===== config.mk =====
export PLATFORM = sky130hd
export DESIGN_NAME = uie_irq_ctrl
export DESIGN_NICKNAME = d
export VERILOG_FILES = /design/src/verilog/uie_pkg.sv /design/src/verilog/uie_irq_ctrl.sv /design/src/verilog/uie_ep0_events.sv
export SDC_FILE = /design/constraint.sdc
export NUM_CORES = 1
export LEC_CHECK = 0
export ABC_AREA = 1
export BUFFER_PORTS_ARGS = -buffer_cell sky130_fd_sc_hd__buf_2
export CAP_MARGIN = 20
export CORE_MARGIN = 3
export CORE_UTILIZATION = 30
export CTS_CLUSTER_DIAMETER = 60
export DETAILED_ROUTE_END_ITERATION = 6
export HOLD_SLACK_MARGIN = 0.06
export SLEW_MARGIN = 20
export SYNTH_ARGS = -nofsm -noshare
export SYNTH_HDL_FRONTEND = slang
export SYNTH_HIERARCHICAL = 1
export SYNTH_SLANG_ARGS = --single-unit

===== constraint.sdc =====
create_clock -name hclk -period 2.2 [get_ports hclk]
set_clock_uncertainty 0.2 [all_clocks]
set_input_delay 0.22 -clock hclk [delete_from_list [all_inputs] [get_ports hclk]]
set_output_delay 0.22 -clock hclk [all_outputs]
set_load 0.05 [all_outputs]

===== src/verilog/uie_pkg.sv =====
// constants, state layouts and helpers shared by the usb interrupt enable block
`default_nettype none
package uie_pkg;
    // register word indices; byte address is four times the index
    localparam logic [7:0] IDX_IN_FLAG = 8'h02;
    localparam logic [7:0] IDX_OUT_FLAG = 8'h04;
    localparam logic [7:0] IDX_CM_FLAG = 8'h06;
    localparam logic [7:0] IDX_IN_IE = 8'h07;
    localparam logic [7:0] IDX_OUT_IE = 8'h09;
    localparam logic [7:0] IDX_CM_IE = 8'h0B;
    localparam logic [7:0] IDX_INDEX = 8'h0E;
    localparam logic [7:0] IDX_CTRL_EP_CONTROL_STATUS = 8'h11;
    // values after reset
    localparam logic [3:0] IN_IE_RST = 4'hF;
    localparam logic [3:0] OUT_IE_RST = 4'hE;
    localparam logic [3:0] CM_IE_RST = 4'h6;
    localparam logic [3:0] CTRL_EP_INDEX = 4'h0;
    // common flag and enable bit positions
    localparam int CM_SOF = 3;
    localparam int CM_RST = 2;
    localparam int CM_RSU = 1;
    localparam int CM_SUS = 0;
    // control endpoint status bit positions
    localparam int CSR_OPR = 0;
    localparam int CSR_IPR = 1;
    localparam int CSR_STL = 2;
    localparam int CSR_DEND = 3;
    localparam int CSR_SEND = 4;
    localparam int CSR_SDSTL = 5;
    localparam int CSR_SOPR = 6;
    localparam int CSR_SSEND = 7;
    // bus slave phase
    typedef enum logic [1:0] {BUS_ADDR = 2'b01, BUS_DATA = 2'b10} uie_bus_e;
    typedef struct packed {
        uie_bus_e phase;
        logic wr;
        logic [7:0] widx;
        logic [3:0] in_ie;
        logic [3:0] out_ie;
        logic [3:0] cm_ie;
        logic [3:0] ep_index;
        logic [3:0] in_flag;
        logic [3:0] out_flag;
        logic [3:0] cm_flag;
        logic [31:0] rdata;
    } uie_regs_s;
    localparam uie_regs_s REGS_RST = '{BUS_ADDR, 1'b0, 8'h00, IN_IE_RST, OUT_IE_RST, CM_IE_RST,
                                       4'h0, 4'h0, 4'h0, 4'h0, 32'h00000000};
    typedef struct packed {
        logic out_packet_ready;
        logic in_packet_ready;
        logic sent_stall;
        logic data_end_a;
        logic setup_end;
        logic send_stall;
        logic irq;
    } uie_ep0_s;
    localparam uie_ep0_s EP0_RST = '{1'b0, 1'b0, 1'b0, 1'b0, 1'b0, 1'b0, 1'b0};
    // byte address to register word index
    function automatic logic [7:0] word_idx(input logic [31:0] a);
        return a[9:2];
    endfunction : word_idx
endpackage : uie_pkg
`default_nettype wire


===== src/verilog/uie_irq_ctrl.sv =====
// usb function interrupt enables, pending flags and ahb-lite register slave
//
// Design decision made here: the AHB-Lite slave port.
`timescale 1ns/1ps
`default_nettype none
module uie_irq_ctrl (
    input wire logic hclk,
    input wire logic hresetn,
    input wire logic hsel,
    input wire logic [31:0] haddr,
    input wire logic [1:0] htrans,
    input wire logic hwrite,
    input wire logic [2:0] hsize,
    input wire logic [31:0] hwdata,
    input wire logic hready,
    output logic hreadyout,
    output logic hresp,
    output logic [31:0] hrdata,
    input wire logic rx_pkt_done,
    input wire logic rx_pkt_err,
    input wire logic [1:0] rx_ep,
    input wire logic tx_pkt_done,
    input wire logic tx_hs_ack,
    input wire logic [1:0] tx_ep,
    input wire logic ctrl_status_done,
    input wire logic ctrl_stall_sent,
    input wire logic ctrl_xfer_end,
    input wire logic frame_start_evt,
    input wire logic bus_reset_evt,
    input wire logic wakeup_evt,
    input wire logic sleep_evt,
    output logic hs_ack,
    output logic usb_irq
);
    uie_pkg::uie_regs_s r;
    uie_pkg::uie_regs_s next_r;
    logic take;
    logic rd;
    logic wr_now;
    logic csr_open;
    logic csr_wr;
    logic [7:0] aidx;
    logic [7:0] rd_val;
    logic [7:0] csr;
    logic good_rx;
    logic ep0_rx;
    logic ep0_tx;
    logic ep0_irq;
    logic [3:0] in_set;
    logic [3:0] out_set;
    logic [3:0] cm_set;
    logic clr_in;
    logic clr_out;
    logic clr_cm;

    // bus decode; hsize ignored since only whole words are used
    always_comb
    begin
        take = hsel & hready & htrans[1];
        aidx = uie_pkg::word_idx(haddr);
        rd = take & ~hwrite;
        wr_now = (r.phase == uie_pkg::BUS_DATA) & r.wr;
        csr_open = (r.ep_index == uie_pkg::CTRL_EP_INDEX);
        csr_wr = wr_now & (r.widx == uie_pkg::IDX_CTRL_EP_CONTROL_STATUS) & csr_open;
        clr_in = rd & (aidx == uie_pkg::IDX_IN_FLAG);
        clr_out = rd & (aidx == uie_pkg::IDX_OUT_FLAG);
        clr_cm = rd & (aidx == uie_pkg::IDX_CM_FLAG);
    end

    // packet events; bad packets never reach a flag
    always_comb
    begin
        good_rx = rx_pkt_done & ~rx_pkt_err;
        ep0_rx = good_rx & (rx_ep == 2'h0);
        ep0_tx = tx_pkt_done & tx_hs_ack & (tx_ep == 2'h0);
        out_set = 4'h0;
        in_set = 4'h0;
        for (int n = 1; n < 4; n++)
        begin
            out_set[n] = good_rx & (rx_ep == 2'(n));
            in_set[n] = tx_pkt_done & tx_hs_ack & (tx_ep == 2'(n));
        end
        in_set[0] = ep0_irq;
        cm_set = 4'h0;
        cm_set[uie_pkg::CM_SOF] = frame_start_evt;
        cm_set[uie_pkg::CM_RST] = bus_reset_evt;
        cm_set[uie_pkg::CM_RSU] = wakeup_evt;
        cm_set[uie_pkg::CM_SUS] = sleep_evt;
    end

    // read mux; unused upper bits come back as zero
    always_comb
    begin
        case (aidx)
            uie_pkg::IDX_IN_FLAG: rd_val = {4'h0, r.in_flag};
            uie_pkg::IDX_OUT_FLAG: rd_val = {4'h0, r.out_flag};
            uie_pkg::IDX_CM_FLAG: rd_val = {4'h0, r.cm_flag};
            uie_pkg::IDX_IN_IE: rd_val = {4'h0, r.in_ie};
            uie_pkg::IDX_OUT_IE: rd_val = {4'h0, r.out_ie};
            uie_pkg::IDX_CM_IE: rd_val = {4'h0, r.cm_ie};
            uie_pkg::IDX_INDEX: rd_val = {4'h0, r.ep_index};
            uie_pkg::IDX_CTRL_EP_CONTROL_STATUS: rd_val = csr_open ? csr : 8'h00;
            default: rd_val = 8'h00;
        endcase
    end

    // next state: bus phase, enable writes, flags with set winning over clear
    always_comb
    begin
        next_r = r;
        next_r.phase = take ? uie_pkg::BUS_DATA : uie_pkg::BUS_ADDR;
        if (take)
        begin
            next_r.wr = hwrite;
            next_r.widx = aidx;
        end
        if (rd)
            next_r.rdata = {24'h000000, rd_val};
        if (wr_now)
        begin
            case (r.widx)
                uie_pkg::IDX_IN_IE: next_r.in_ie = hwdata[3:0];
                uie_pkg::IDX_OUT_IE: next_r.out_ie = {hwdata[3:1], 1'b0};
                uie_pkg::IDX_CM_IE: next_r.cm_ie = hwdata[3:0];
                uie_pkg::IDX_INDEX: next_r.ep_index = hwdata[3:0];
                default: next_r.ep_index = r.ep_index;
            endcase
        end
        next_r.in_flag = (r.in_flag & ~{4{clr_in}}) | in_set;
        next_r.out_flag = (r.out_flag & ~{4{clr_out}}) | out_set;
        next_r.cm_flag = (r.cm_flag & ~{4{clr_cm}}) | cm_set;
    end

    // reset values come from the package constant
    always_ff @(posedge hclk or negedge hresetn)
    begin
        if (!hresetn)
            r <= uie_pkg::REGS_RST;
        else
            r <= next_r;
    end

    // control endpoint causes, gated onto in flag bit 0
    uie_ep0_events u_ep0 (
        .hclk(hclk),
        .hresetn(hresetn),
        .rx_ok(ep0_rx),
        .tx_ok(ep0_tx),
        .status_done(ctrl_status_done),
        .stall_sent(ctrl_stall_sent),
        .xfer_end(ctrl_xfer_end),
        .wr_stb(csr_wr),
        .wr_data(hwdata[7:0]),
        .csr(csr),
        .irq(ep0_irq)
    );

    // zero wait state slave, always okay
    assign hreadyout = 1'b1;
    assign hresp = 1'b0;
    assign hrdata = r.rdata;
    // handshake decided here, no software in the loop
    assign hs_ack = good_rx;
    // disabled flags still sit in the register, they just do not drive the line
    assign usb_irq = |(r.in_flag & r.in_ie) | |(r.out_flag & r.out_ie) | |(r.cm_flag & r.cm_ie);

    in_ie_rst_a: assert property (@(posedge hclk)
        $rose(hresetn) |-> (r.in_ie == 4'hF)) else $error("in enable reset value wrong");
    out_ie_rst_a: assert property (@(posedge hclk)
        $rose(hresetn) |-> (r.out_ie == 4'hE)) else $error("out enable reset value wrong");
    sof_off_a: assert property (@(posedge hclk)
        $rose(hresetn) |-> !r.cm_ie[uie_pkg::CM_SOF]) else $error("frame start enabled at reset");
    cm_rst_a: assert property (@(posedge hclk)
        $rose(hresetn) |-> (r.cm_ie == 4'h6)) else $error("common enable reset value wrong");
    upper_zero_a: assert property (@(posedge hclk) disable iff (!hresetn)
        (r.phase == uie_pkg::BUS_DATA && !r.wr && r.widx != uie_pkg::IDX_CTRL_EP_CONTROL_STATUS) |-> (hrdata[31:4] == 28'h0000000))
        else $error("upper read bits not zero");
    ack_good_a: assert property (@(posedge hclk) disable iff (!hresetn)
        hs_ack |-> (rx_pkt_done && !rx_pkt_err)) else $error("handshake on bad packet");
    rx_flag_a: assert property (@(posedge hclk) disable iff (!hresetn)
        (good_rx && rx_ep != 2'h0) |=> r.out_flag[$past(rx_ep)]) else $error("out flag not set");
    tx_noack_a: assert property (@(posedge hclk) disable iff (!hresetn)
        (tx_pkt_done && !tx_hs_ack && tx_ep != 2'h0 && r.in_flag == 4'h0) |=> (r.in_flag[3:1] == 3'h0))
        else $error("in flag without handshake");
    bad_rx_a: assert property (@(posedge hclk) disable iff (!hresetn)
        (rx_pkt_done && rx_pkt_err) |=> ((r.out_flag & ~$past(r.out_flag)) == 4'h0))
        else $error("flag set by corrupted packet");
    csr_hidden_a: assert property (@(posedge hclk) disable iff (!hresetn)
        (rd && aidx == uie_pkg::IDX_CTRL_EP_CONTROL_STATUS && r.ep_index != 4'h0) |=> (hrdata == 32'h00000000))
        else $error("control status visible at nonzero index");
    ep0_flag_a: assert property (@(posedge hclk) disable iff (!hresetn)
        (ep0_rx && !clr_in) |=> ##1 r.in_flag[0]) else $error("endpoint 0 flag not set");
    irq_cause_a: assert property (@(posedge hclk) disable iff (!hresetn)
        usb_irq |-> (|(r.in_flag & r.in_ie) || |(r.out_flag & r.out_ie) || |(r.cm_flag & r.cm_ie)))
        else $error("request without enabled flag");
    read_clear_a: assert property (@(posedge hclk) disable iff (!hresetn)
        clr_cm |=> (r.cm_flag == $past(cm_set))) else $error("common flags not cleared by read");
    sof_pos_a: assert property (@(posedge hclk) disable iff (!hresetn)
        frame_start_evt |=> r.cm_flag[3]) else $error("frame start flag misplaced");
    masked_keep_a: assert property (@(posedge hclk) disable iff (!hresetn)
        (sleep_evt && !r.cm_ie[0] && r.cm_flag == 4'h0 && r.cm_ie[3:1] == 3'h0 && !clr_cm && !rd)
        |=> (r.cm_flag[0] && !(|(r.cm_flag & r.cm_ie)))) else $error("masked flag lost or gating");
    ie_write_a: assert property (@(posedge hclk) disable iff (!hresetn)
        (wr_now && r.widx == uie_pkg::IDX_IN_IE) |=> (r.in_ie == $past(hwdata[3:0])))
        else $error("in enable write not taken");

    // out enable bit 0 has no endpoint behind it
    out_bit0_a: assert property (@(posedge hclk) disable iff (!hresetn)
        !r.out_ie[0])
        else $error("out enable bit 0 set");

    // out enable write keeps bit 0 clear
    out_ie_write_a: assert property (@(posedge hclk) disable iff (!hresetn)
        (wr_now && r.widx == uie_pkg::IDX_OUT_IE) |=> (r.out_ie == {$past(hwdata[3:1]), 1'b0}))
        else $error("out enable write not taken");

    // common enable write lands whole
    cm_ie_write_a: assert property (@(posedge hclk) disable iff (!hresetn)
        (wr_now && r.widx == uie_pkg::IDX_CM_IE) |=> (r.cm_ie == $past(hwdata[3:0])))
        else $error("common enable write not taken");

    // index register gates the control status access
    index_write_a: assert property (@(posedge hclk) disable iff (!hresetn)
        (wr_now && r.widx == uie_pkg::IDX_INDEX) |=> (r.ep_index == $past(hwdata[3:0])))
        else $error("index write not taken");

    // control status visible with index zero
    csr_visible_a: assert property (@(posedge hclk) disable iff (!hresetn)
        (rd && aidx == uie_pkg::IDX_CTRL_EP_CONTROL_STATUS && r.ep_index == 4'h0) |=> (hrdata == {24'h000000, $past(csr)}))
        else $error("control status not readable");

    // every good packet gets its handshake
    good_ack_a: assert property (@(posedge hclk) disable iff (!hresetn)
        (rx_pkt_done && !rx_pkt_err) |-> hs_ack)
        else $error("no handshake on good packet");

    // acknowledged in packet sets its flag
    tx_flag_a: assert property (@(posedge hclk) disable iff (!hresetn)
        (tx_pkt_done && tx_hs_ack && tx_ep != 2'h0) |=> r.in_flag[$past(tx_ep)])
        else $error("in flag not set");

    // read clears in flags, a same cycle set survives
    in_clear_a: assert property (@(posedge hclk) disable iff (!hresetn)
        clr_in |=> (r.in_flag == $past(in_set)))
        else $error("in flags not cleared by read");

    // read clears out flags, a same cycle set survives
    out_clear_a: assert property (@(posedge hclk) disable iff (!hresetn)
        clr_out |=> (r.out_flag == $past(out_set)))
        else $error("out flags not cleared by read");

    // without a read no common flag is lost
    flag_keep_a: assert property (@(posedge hclk) disable iff (!hresetn)
        !clr_cm |=> ((r.cm_flag & $past(r.cm_flag)) == $past(r.cm_flag)))
        else $error("common flag lost");

    // an enabled pending out flag drives the request
    irq_enabled_a: assert property (@(posedge hclk) disable iff (!hresetn)
        (|(r.out_flag & r.out_ie)) |-> usb_irq)
        else $error("request missing");

    // common flags read back as recorded
    cm_read_a: assert property (@(posedge hclk) disable iff (!hresetn)
        (rd && aidx == uie_pkg::IDX_CM_FLAG) |=> (hrdata == {28'h0000000, $past(r.cm_flag)}))
        else $error("common flags read wrong");

    // bus reset flag position
    rst_pos_a: assert property (@(posedge hclk) disable iff (!hresetn)
        bus_reset_evt |=> r.cm_flag[2])
        else $error("bus reset flag misplaced");

    // wakeup flag position
    wake_pos_a: assert property (@(posedge hclk) disable iff (!hresetn)
        wakeup_evt |=> r.cm_flag[1])
        else $error("wakeup flag misplaced");

    // sleep flag position
    sleep_pos_a: assert property (@(posedge hclk) disable iff (!hresetn)
        sleep_evt |=> r.cm_flag[0])
        else $error("sleep flag misplaced");

    // reset leaves index zero and no pending in or common flag
    state_rst_a: assert property (@(posedge hclk)
        $rose(hresetn) |-> (r.ep_index == 4'h0 && r.in_flag == 4'h0 && r.cm_flag == 4'h0))
        else $error("index or flags not reset");

    // zero wait, always okay, so the master never stalls
    bus_okay_a: assert property (@(posedge hclk) disable iff (!hresetn)
        (hreadyout && !hresp))
        else $error("bus not ready or not okay");
endmodule : uie_irq_ctrl
`default_nettype wire


===== src/verilog/uie_ep0_events.sv =====
// control endpoint status bits and its interrupt causes
`timescale 1ns/1ps
`default_nettype none
module uie_ep0_events (
    input wire logic hclk,
    input wire logic hresetn,
    input wire logic rx_ok,
    input wire logic tx_ok,
    input wire logic status_done,
    input wire logic stall_sent,
    input wire logic xfer_end,
    input wire logic wr_stb,
    input wire logic [7:0] wr_data,
    output logic [7:0] csr,
    output logic irq
);
    uie_pkg::uie_ep0_s s;
    uie_pkg::uie_ep0_s next_s;

    // software writes first, hardware events after so a hardware event wins
    always_comb
    begin
        next_s = s;
        next_s.irq = 1'b0;
        if (wr_stb)
        begin
            if (wr_data[uie_pkg::CSR_SSEND])
                next_s.setup_end = 1'b0;
            if (wr_data[uie_pkg::CSR_SOPR])
                next_s.out_packet_ready = 1'b0;
            if (!wr_data[uie_pkg::CSR_STL])
                next_s.sent_stall = 1'b0;
            if (wr_data[uie_pkg::CSR_SDSTL])
                next_s.send_stall = 1'b1;
            if (wr_data[uie_pkg::CSR_DEND])
                next_s.data_end_a = 1'b1;
            if (wr_data[uie_pkg::CSR_IPR])
                next_s.in_packet_ready = 1'b1;
        end
        // setup or out packet stored; a pending in packet is overwritten
        if (rx_ok)
        begin
            next_s.out_packet_ready = 1'b1;
            next_s.in_packet_ready = 1'b0;
            next_s.irq = 1'b1;
        end
        if (tx_ok)
        begin
            next_s.in_packet_ready = 1'b0;
            next_s.irq = 1'b1;
        end
        if (status_done)
        begin
            next_s.data_end_a = 1'b0;
            next_s.irq = 1'b1;
        end
        if (stall_sent)
        begin
            next_s.sent_stall = 1'b1;
            next_s.send_stall = 1'b0;
            next_s.irq = 1'b1;
        end
        // premature end only counts while data end is still clear
        if (xfer_end)
        begin
            next_s.data_end_a = 1'b0;
            if (!s.data_end_a)
            begin
                next_s.setup_end = 1'b1;
                next_s.irq = 1'b1;
            end
        end
    end

    always_ff @(posedge hclk or negedge hresetn)
    begin
        if (!hresetn)
            s <= uie_pkg::EP0_RST;
        else
            s <= next_s;
    end

    // serviced bits always read zero
    assign csr = {2'b00, s.send_stall, s.setup_end, s.data_end_a, s.sent_stall, s.in_packet_ready,
                  s.out_packet_ready};
    assign irq = s.irq;

    rx_sets_opr_a: assert property (@(posedge hclk) disable iff (!hresetn)
        rx_ok |=> (s.out_packet_ready && irq)) else $error("out packet ready or irq missing");
    tx_clears_ipr_a: assert property (@(posedge hclk) disable iff (!hresetn)
        (tx_ok && !wr_stb) |=> (!s.in_packet_ready && irq)) else $error("in packet ready not cleared");
    status_irq_a: assert property (@(posedge hclk) disable iff (!hresetn)
        status_done |=> irq) else $error("no irq after status stage");
    stall_flag_a: assert property (@(posedge hclk) disable iff (!hresetn)
        stall_sent |=> (s.sent_stall && !s.send_stall && irq)) else $error("sent stall not set");
    setup_end_a: assert property (@(posedge hclk) disable iff (!hresetn)
        (xfer_end && !s.data_end_a) |=> (s.setup_end && irq)) else $error("setup end not set");
endmodule : uie_ep0_events
`default_nettype wire


==> metrics, run 1 <==
count of buffers from port buffering=45; Final Critical Period=~2.1 ns; Nets=roughly 550; Root Driver=clkbuf_8; sequential share of the synthesized area=0.455; hold wc startpoint=rx_pkt_done; GRT overflow=0; most numerous cell on the critical path=nand2_1; Die W=around 110 um; status=completed; Synth Flop Type=dfrtp_1; # clock sinks=53; Slew Limit Fails=0; worst hold path class=in -> reg; DR DRC count=0; hold endpoint=r[39]; Via density=roughly 4.4; post-synthesis register bit count=53; cell family with most CP delay=buffers and inverters; P_int=roughly 1500 uW; GP Congestion=a little over 0.8; Buf/Inv on CP=3; Synth cell types=30; Clk Latency, worst-skew pair=0.32 ns; critical path endpoint category=register; layout cells sized above 1=0.181; GRT Total Usage=0.130; CTS tree=done; required time worst endpoint=2.27 ns; worst slew pin tran=between 0.6 and 0.7 ns; crit path cell chain=nor2_2 > nand3_1 > nor4_1 > buf_4 > nand2_1 > nand2_1 > nand2_1 > dlygate4sd3_1 > inv_1; htree depth=2; row count=35; die height=around 110 um; Max IR drop VDD=about 0.24 mV; Inserted Clock Buffers=5; combinational group share of total power=0.162; vias in the first global route=about 2,500; clk slew on worst S/H paths=between 0.1 and 0.15 ns; CP max FO=5; ANT cells=0; worst r2r path cells=9; DR WL/cell=approximately 12 um; fin crit share=0.947; # IOs=between 100 and 150; worst r2r src=r[61]; clk buf depth=2; syn_area_per_cell=~7.6 um2; switching power=roughly 630 uW; most frequent cells in the layout=nand2_1, buf_2, dfrtp_1; worst hold slack=between 0.06 and 0.07 ns; max cap viols=0; Setup violations, final=0; Area Growth Syn to Fin=24.0%; Post-synth EDFFs=0; RSZ-0062 raised after global routing=false; post-route ant nets=0; initial drt markers=126; Switching Fraction=0.300; sequential power share=0.500; slowest cell on the critical path=dlygate4sd3_1; Synth Cell Area=slightly below 3000 um2; CP Class=reg -> reg; Largest stage delay, worst path=between 0.5 and 0.6 ns; type of element launching the critical path=register; Gate Count Post-Synth=385; R2R setup slack=0.12 ns; effective utilization at floorplan=0.314; die area=11,000 um2; Yosys warnings=6; WP data arrival=about 2.2 ns; first-pass GRT wire length=11.6 mm; core area=between 9000 and 10,000 um2; largest net degree at the start of global routing=54; Fin. Hold Viols=0; Clock Power Share=0.338; P_leak=0.00189 uW; setup_tns=0 ns; antenna violations before repair=0; PD cells=between 500 and 600 nW/um2; relative slew slack=0.549; reg-to-reg endpoint=u_ep0/csr[3]; via count=roughly 2,600; dpl hpwl=between 5 and 6 mm; Async SR Flop Fraction=1.00; Post-Route WL=approximately 6.9 mm; Max Clock Freq=0.480 GHz; hold depth=5; Pre-antenna DRT Iters=4; commonest non-fill, non-tap cell in the layout=nand2_1
Yosys cell counts (3+ instances only):
cell      instances  area, um2
buf_4            36        270
inv_1            39        146
buf_2             3       15.0
inv_2             5       18.8
dfstp_2          10        263
nor2_1           35        131
nor2_2            4       25.0
nand2_1         104        390
conb_1            3       11.3
dfrtp_1          43       1080
nand3_1          35        175
o21bai_1          4       30.0
o21ai_1           5       25.0
nor3_1            4       20.0
o21ai_0          33        165
sequential cells by signal (all words and copies together) (netlist names):
signal / flops
hrdata: 8
r: 38
u_ep0/csr: 6
u_ep0/irq: 1
what timing repair did:
action                     4_1_cts  5_1_grt
hold buffers                    38        0
gates resized for setup          0        5
setup buffers                    0        1
setup endpoints to repair        0        4
hold endpoints to repair        85        0
worst register-to-register path, delay by kind of cell, from the launching register on:
kind / cells / cell delay, ns
flops: 1 / 0.46
simple gates: 6 / 0.60
buf+inv: 3 / 0.79
cell families (layout without fill, tap and decap cells):
family / Yosys count / after routing / synth area share
compound gates: 52 / 52 / 0.100
other cells: 3 / 28 / 0.00382
simple gates: 191 / 191 / 0.279
buf+inv: 86 / 139 / 0.162
flops: 53 / 53 / 0.455
power groups by stage:
| stage | sequential [uW] | clock (uW) | combinational, uW |
|---|---|---|---|
| after floorplan | 1060 | 0 | 249 |
| after detailed placement | 1070 | 0 | 291 |
| final | 1050 | 712 | 342 |
| after CTS | 1050 | 723 | 340 |
| after global routing | 1060 | 755 | 377 |
| after global placement | 1070 | 0 | 287 |
layout make-up:
type	count	area, um2
inverter	44	168
tap	129	161
timing repair buffer	87	636
fill	975	5720
sequential	53	1340
multi-input combinational	271	1230
clock inverter	3	47.5
clock buffer	5	68.8
worst max path at each step:
stage / start / cells past startpoint / endpoint
after floorplan: rx_pkt_done / 7 / u_ep0/csr[1]
after global placement: r[45] / 7 / u_ep0/csr[4]
after detailed placement: htrans[1] / 6 / r[34]
after CTS: r[45] / 9 / u_ep0/csr[3]
after global routing: haddr[3] / 9 / r[37]
final: r[61] / 9 / u_ep0/csr[3]
layer usage:
metal,global-route usage,share of wire,up-vias
met5,0,0,-
met4,0.0337,0.0098,0
met3,0.0247,0.052,8
met2,0.215,0.48,64
met1,0.174,0.46,1202
li1,-,-,1306
metrics by stage:
stage | area (um2) | worst slack (ns) | total power [uW] | utilization | instances
after global routing | 3650 | 0.0100 | 2190 | 0.390 | 592
after CTS | 3630 | 0.0328 | 2120 | 0.388 | 591
final | 3650 | 0.117 | 2110 | 0.390 | 592
after detailed placement | 3140 | 0.543 | 1360 | 0.335 | 545
after global placement | 3140 | 0.569 | 1360 | 0.335 | 545
after floorplan | 3040 | 0.407 | 1310 | - | 410
Power figures use the tool's default switching activity.
==> run 2: changes to the inputs <==
SETUP_SLACK_MARGIN = 0.4   (was default)
==> run 2 against run 1 <==
- global-route usage is 0.26 points higher
- fmax is 14% higher
- sequential share of layout area is 0.42 points lower
- critical path depth is 4 lower
- utilization is 0.41 points higher
- sequential cell count stayed put
- hold slack better by 0.042 ns
- total power is 0.50% higher
- largest cell class unchanged
- highest routed layer unchanged
==> metrics, run 2 (synthesis gave the netlist of run 1 again) <==
relative slew slack=0.547 (was 0.549); hold wc startpoint=hready (was rx_pkt_done); Post-Route WL=7.08 mm (was 6.94 mm); Largest stage delay, worst path=0.41 ns (was 0.55 ns); GP Congestion=0.825 (unchanged); critical path endpoint category=primary output (was register); Via density=4.35 (was 4.36); effective utilization at floorplan=0.314 (unchanged); Design Area, Final=3690 um2 (was 3650 um2); Area Growth Syn to Fin=25.3% (was 24.0%); worst hold path class=in -> reg (unchanged); first-pass GRT wire length=11.8 mm (was 11.6 mm); status=completed (unchanged); htree depth=2 (unchanged); Clk Latency, worst-skew pair=0.32 ns (about the same); Max Clock Freq=0.548 GHz (was 0.480 GHz); GRT Total Usage=0.133 (was 0.130); Final Critical Period=1.83 ns (was 2.08 ns); ANT cells=0 (unchanged); die area=11,000 um2 (unchanged); fin crit share=0.830 (was 0.947); Fin. Hold Viols=0 (unchanged); WP data arrival=1.41 ns (was 2.16 ns); layout cells sized above 1=0.196 (was 0.181); RSZ-0062 raised after global routing=true (was false); Die W=105 um (unchanged); row count=35 (unchanged); count of buffers from port buffering=45 (unchanged); clk buf depth=2 (unchanged); Nets=553 (was 551); max cap viols=0 (unchanged); dpl hpwl=5.03 mm (unchanged); CTS tree=done (unchanged); P_leak=0.00191 uW (was 0.00189 uW); slowest cell on the critical path=dfrtp_1 (was dlygate4sd3_1); worst slew pin tran=0.679 ns (was 0.677 ns); DR WL/cell=11.9 um (was 11.7 um); # IOs=125 (unchanged); max reg flops=38 (unchanged); Critical Path Start=r[42] (was r[61]); dpl cell area=3140 um2 (unchanged); CP max FO=2 (was 5); vias in the first global route=2,503 (was 2,459); via count=2,586 (was 2,580); antenna violations before repair=0 (unchanged); CP Class=reg -> out (was reg -> reg); largest net degree at the start of global routing=54 (unchanged); Setup violations, final=0 (unchanged); Root Driver=clkbuf_8 (unchanged); required time worst endpoint=1.78 ns (was 2.27 ns); # clock sinks=53 (unchanged); clk slew on worst S/H paths=0.11 ns (about the same); Fillers=967 (was 975); most frequent cells in the layout=nand2_1, buf_2, dfrtp_1 (unchanged); Most flops, register=r (unchanged); GRT overflow=0 (unchanged); Inserted Clock Buffers=5 (unchanged); Slew Limit Fails=0 (unchanged); FF/Latch Area=1340 um2 (about the same); initial drt markers=76 (was 126); Max IR drop VDD=0.249 mV (was 0.237 mV); worst hold slack=0.111 ns (was 0.0687 ns); DR DRC count=0 (unchanged); setup_tns=0 ns (unchanged); commonest non-fill, non-tap cell in the layout=nand2_1 (unchanged); die height=105 um (unchanged); core area=9370 um2 (unchanged); post-route ant nets=0 (unchanged); type of element launching the critical path=register (unchanged); most numerous cell on the critical path=nand2_1 (unchanged); worst r2r src=r[45] (was r[61]); PD cells=574 nW/um2 (was 577 nW/um2); multi-input logic area=1240 um2 (was 1230 um2); Pre-antenna DRT Iters=4 (unchanged); crit path cell chain=nand2_1 > nand2_1 > a221oi_2 > nand4_1 > buf_6 (was nor2_2 > nand3_1 > nor4_1 > buf_4 > nand2_1 > nand2_1 > nand2_1 > dlygate4sd3_1 > inv_1)
[run 2: changes by cell type in the layout (fill, tap and decap cells not counted), moves of 2 or more]
cell	before	now
dlygate4sd3_1	38	36
nor2_2	4	6
buf_4	4	7
a21oi_2	1	3
a21oi_1	2	0
[run 2: worst max-delay path: cells and delay by family (launching register included)]
family	cells	cell delay [ns]
AND/OR/NAND/NOR	3	0.28
buffers and inverters	1	0.19
flip-flops	1	0.41
AO/OA/AOI/OAI	1	0.21
[run 2: worst paths after layout]
kind | to | slack (ns) | cells after the start
min reg2reg | r[40] | 0.26 | 2
max | usb_irq | 0.37 | 5
max reg2reg | u_ep0/csr[0] | 0.56 | 7
min in group asynchronous | r[35] | 0.35 | 3
max in group asynchronous | r[68] | 1.00 | 3
min | r[70] | 0.11 | 3
[run 2: power by group]
part	internal (uW)	switching (uW)
clock	348	367
combinational	114	235
sequential	1020	34.7
total	1480	637
[run 2: layout make-up]
type / count / share of cell area
clock buffer: 5 / 0.0187
sequential: 53 / 0.363
multi-input combinational: 271 / 0.336
inverter: 44 / 0.0454
tap: 129 / 0.0437
clock inverter: 3 / 0.0129
timing repair buffer: 89 / 0.180
[run 2: repair_timing]
action / CTS / global route
cloned: 0 / 0
endpoints found under the hold margin: 85 / 0
hold buffers: 36 / 0
pin swaps: 4 / 1
gates resized for setup: 4 / 8
buffers inserted: 5 / 0
setup endpoints to repair: 1 / 5
[run 2: stage by stage]
stage / power [uW] / setup slack, ns / cells / utilization
after detailed placement: 1360 / 0.543 / 545 / 0.335
after global routing: 2200 / 0.327 / 594 / 0.394
after floorplan: 1310 / 0.407 / 410 / -
after CTS: 2120 / 0.367 / 594 / 0.391
after global placement: 1360 / 0.569 / 545 / 0.335
final: 2120 / 0.374 / 594 / 0.394
[run 2: metal layers]
layer	vias to the layer above	part of all wire	GRT usage
met1	1204	0.46	0.175
met4	0	0.0096	0.0347
met2	62	0.49	0.224
met5	-	0	0
li1	1312	-	-
met3	8	0.040	0.0235
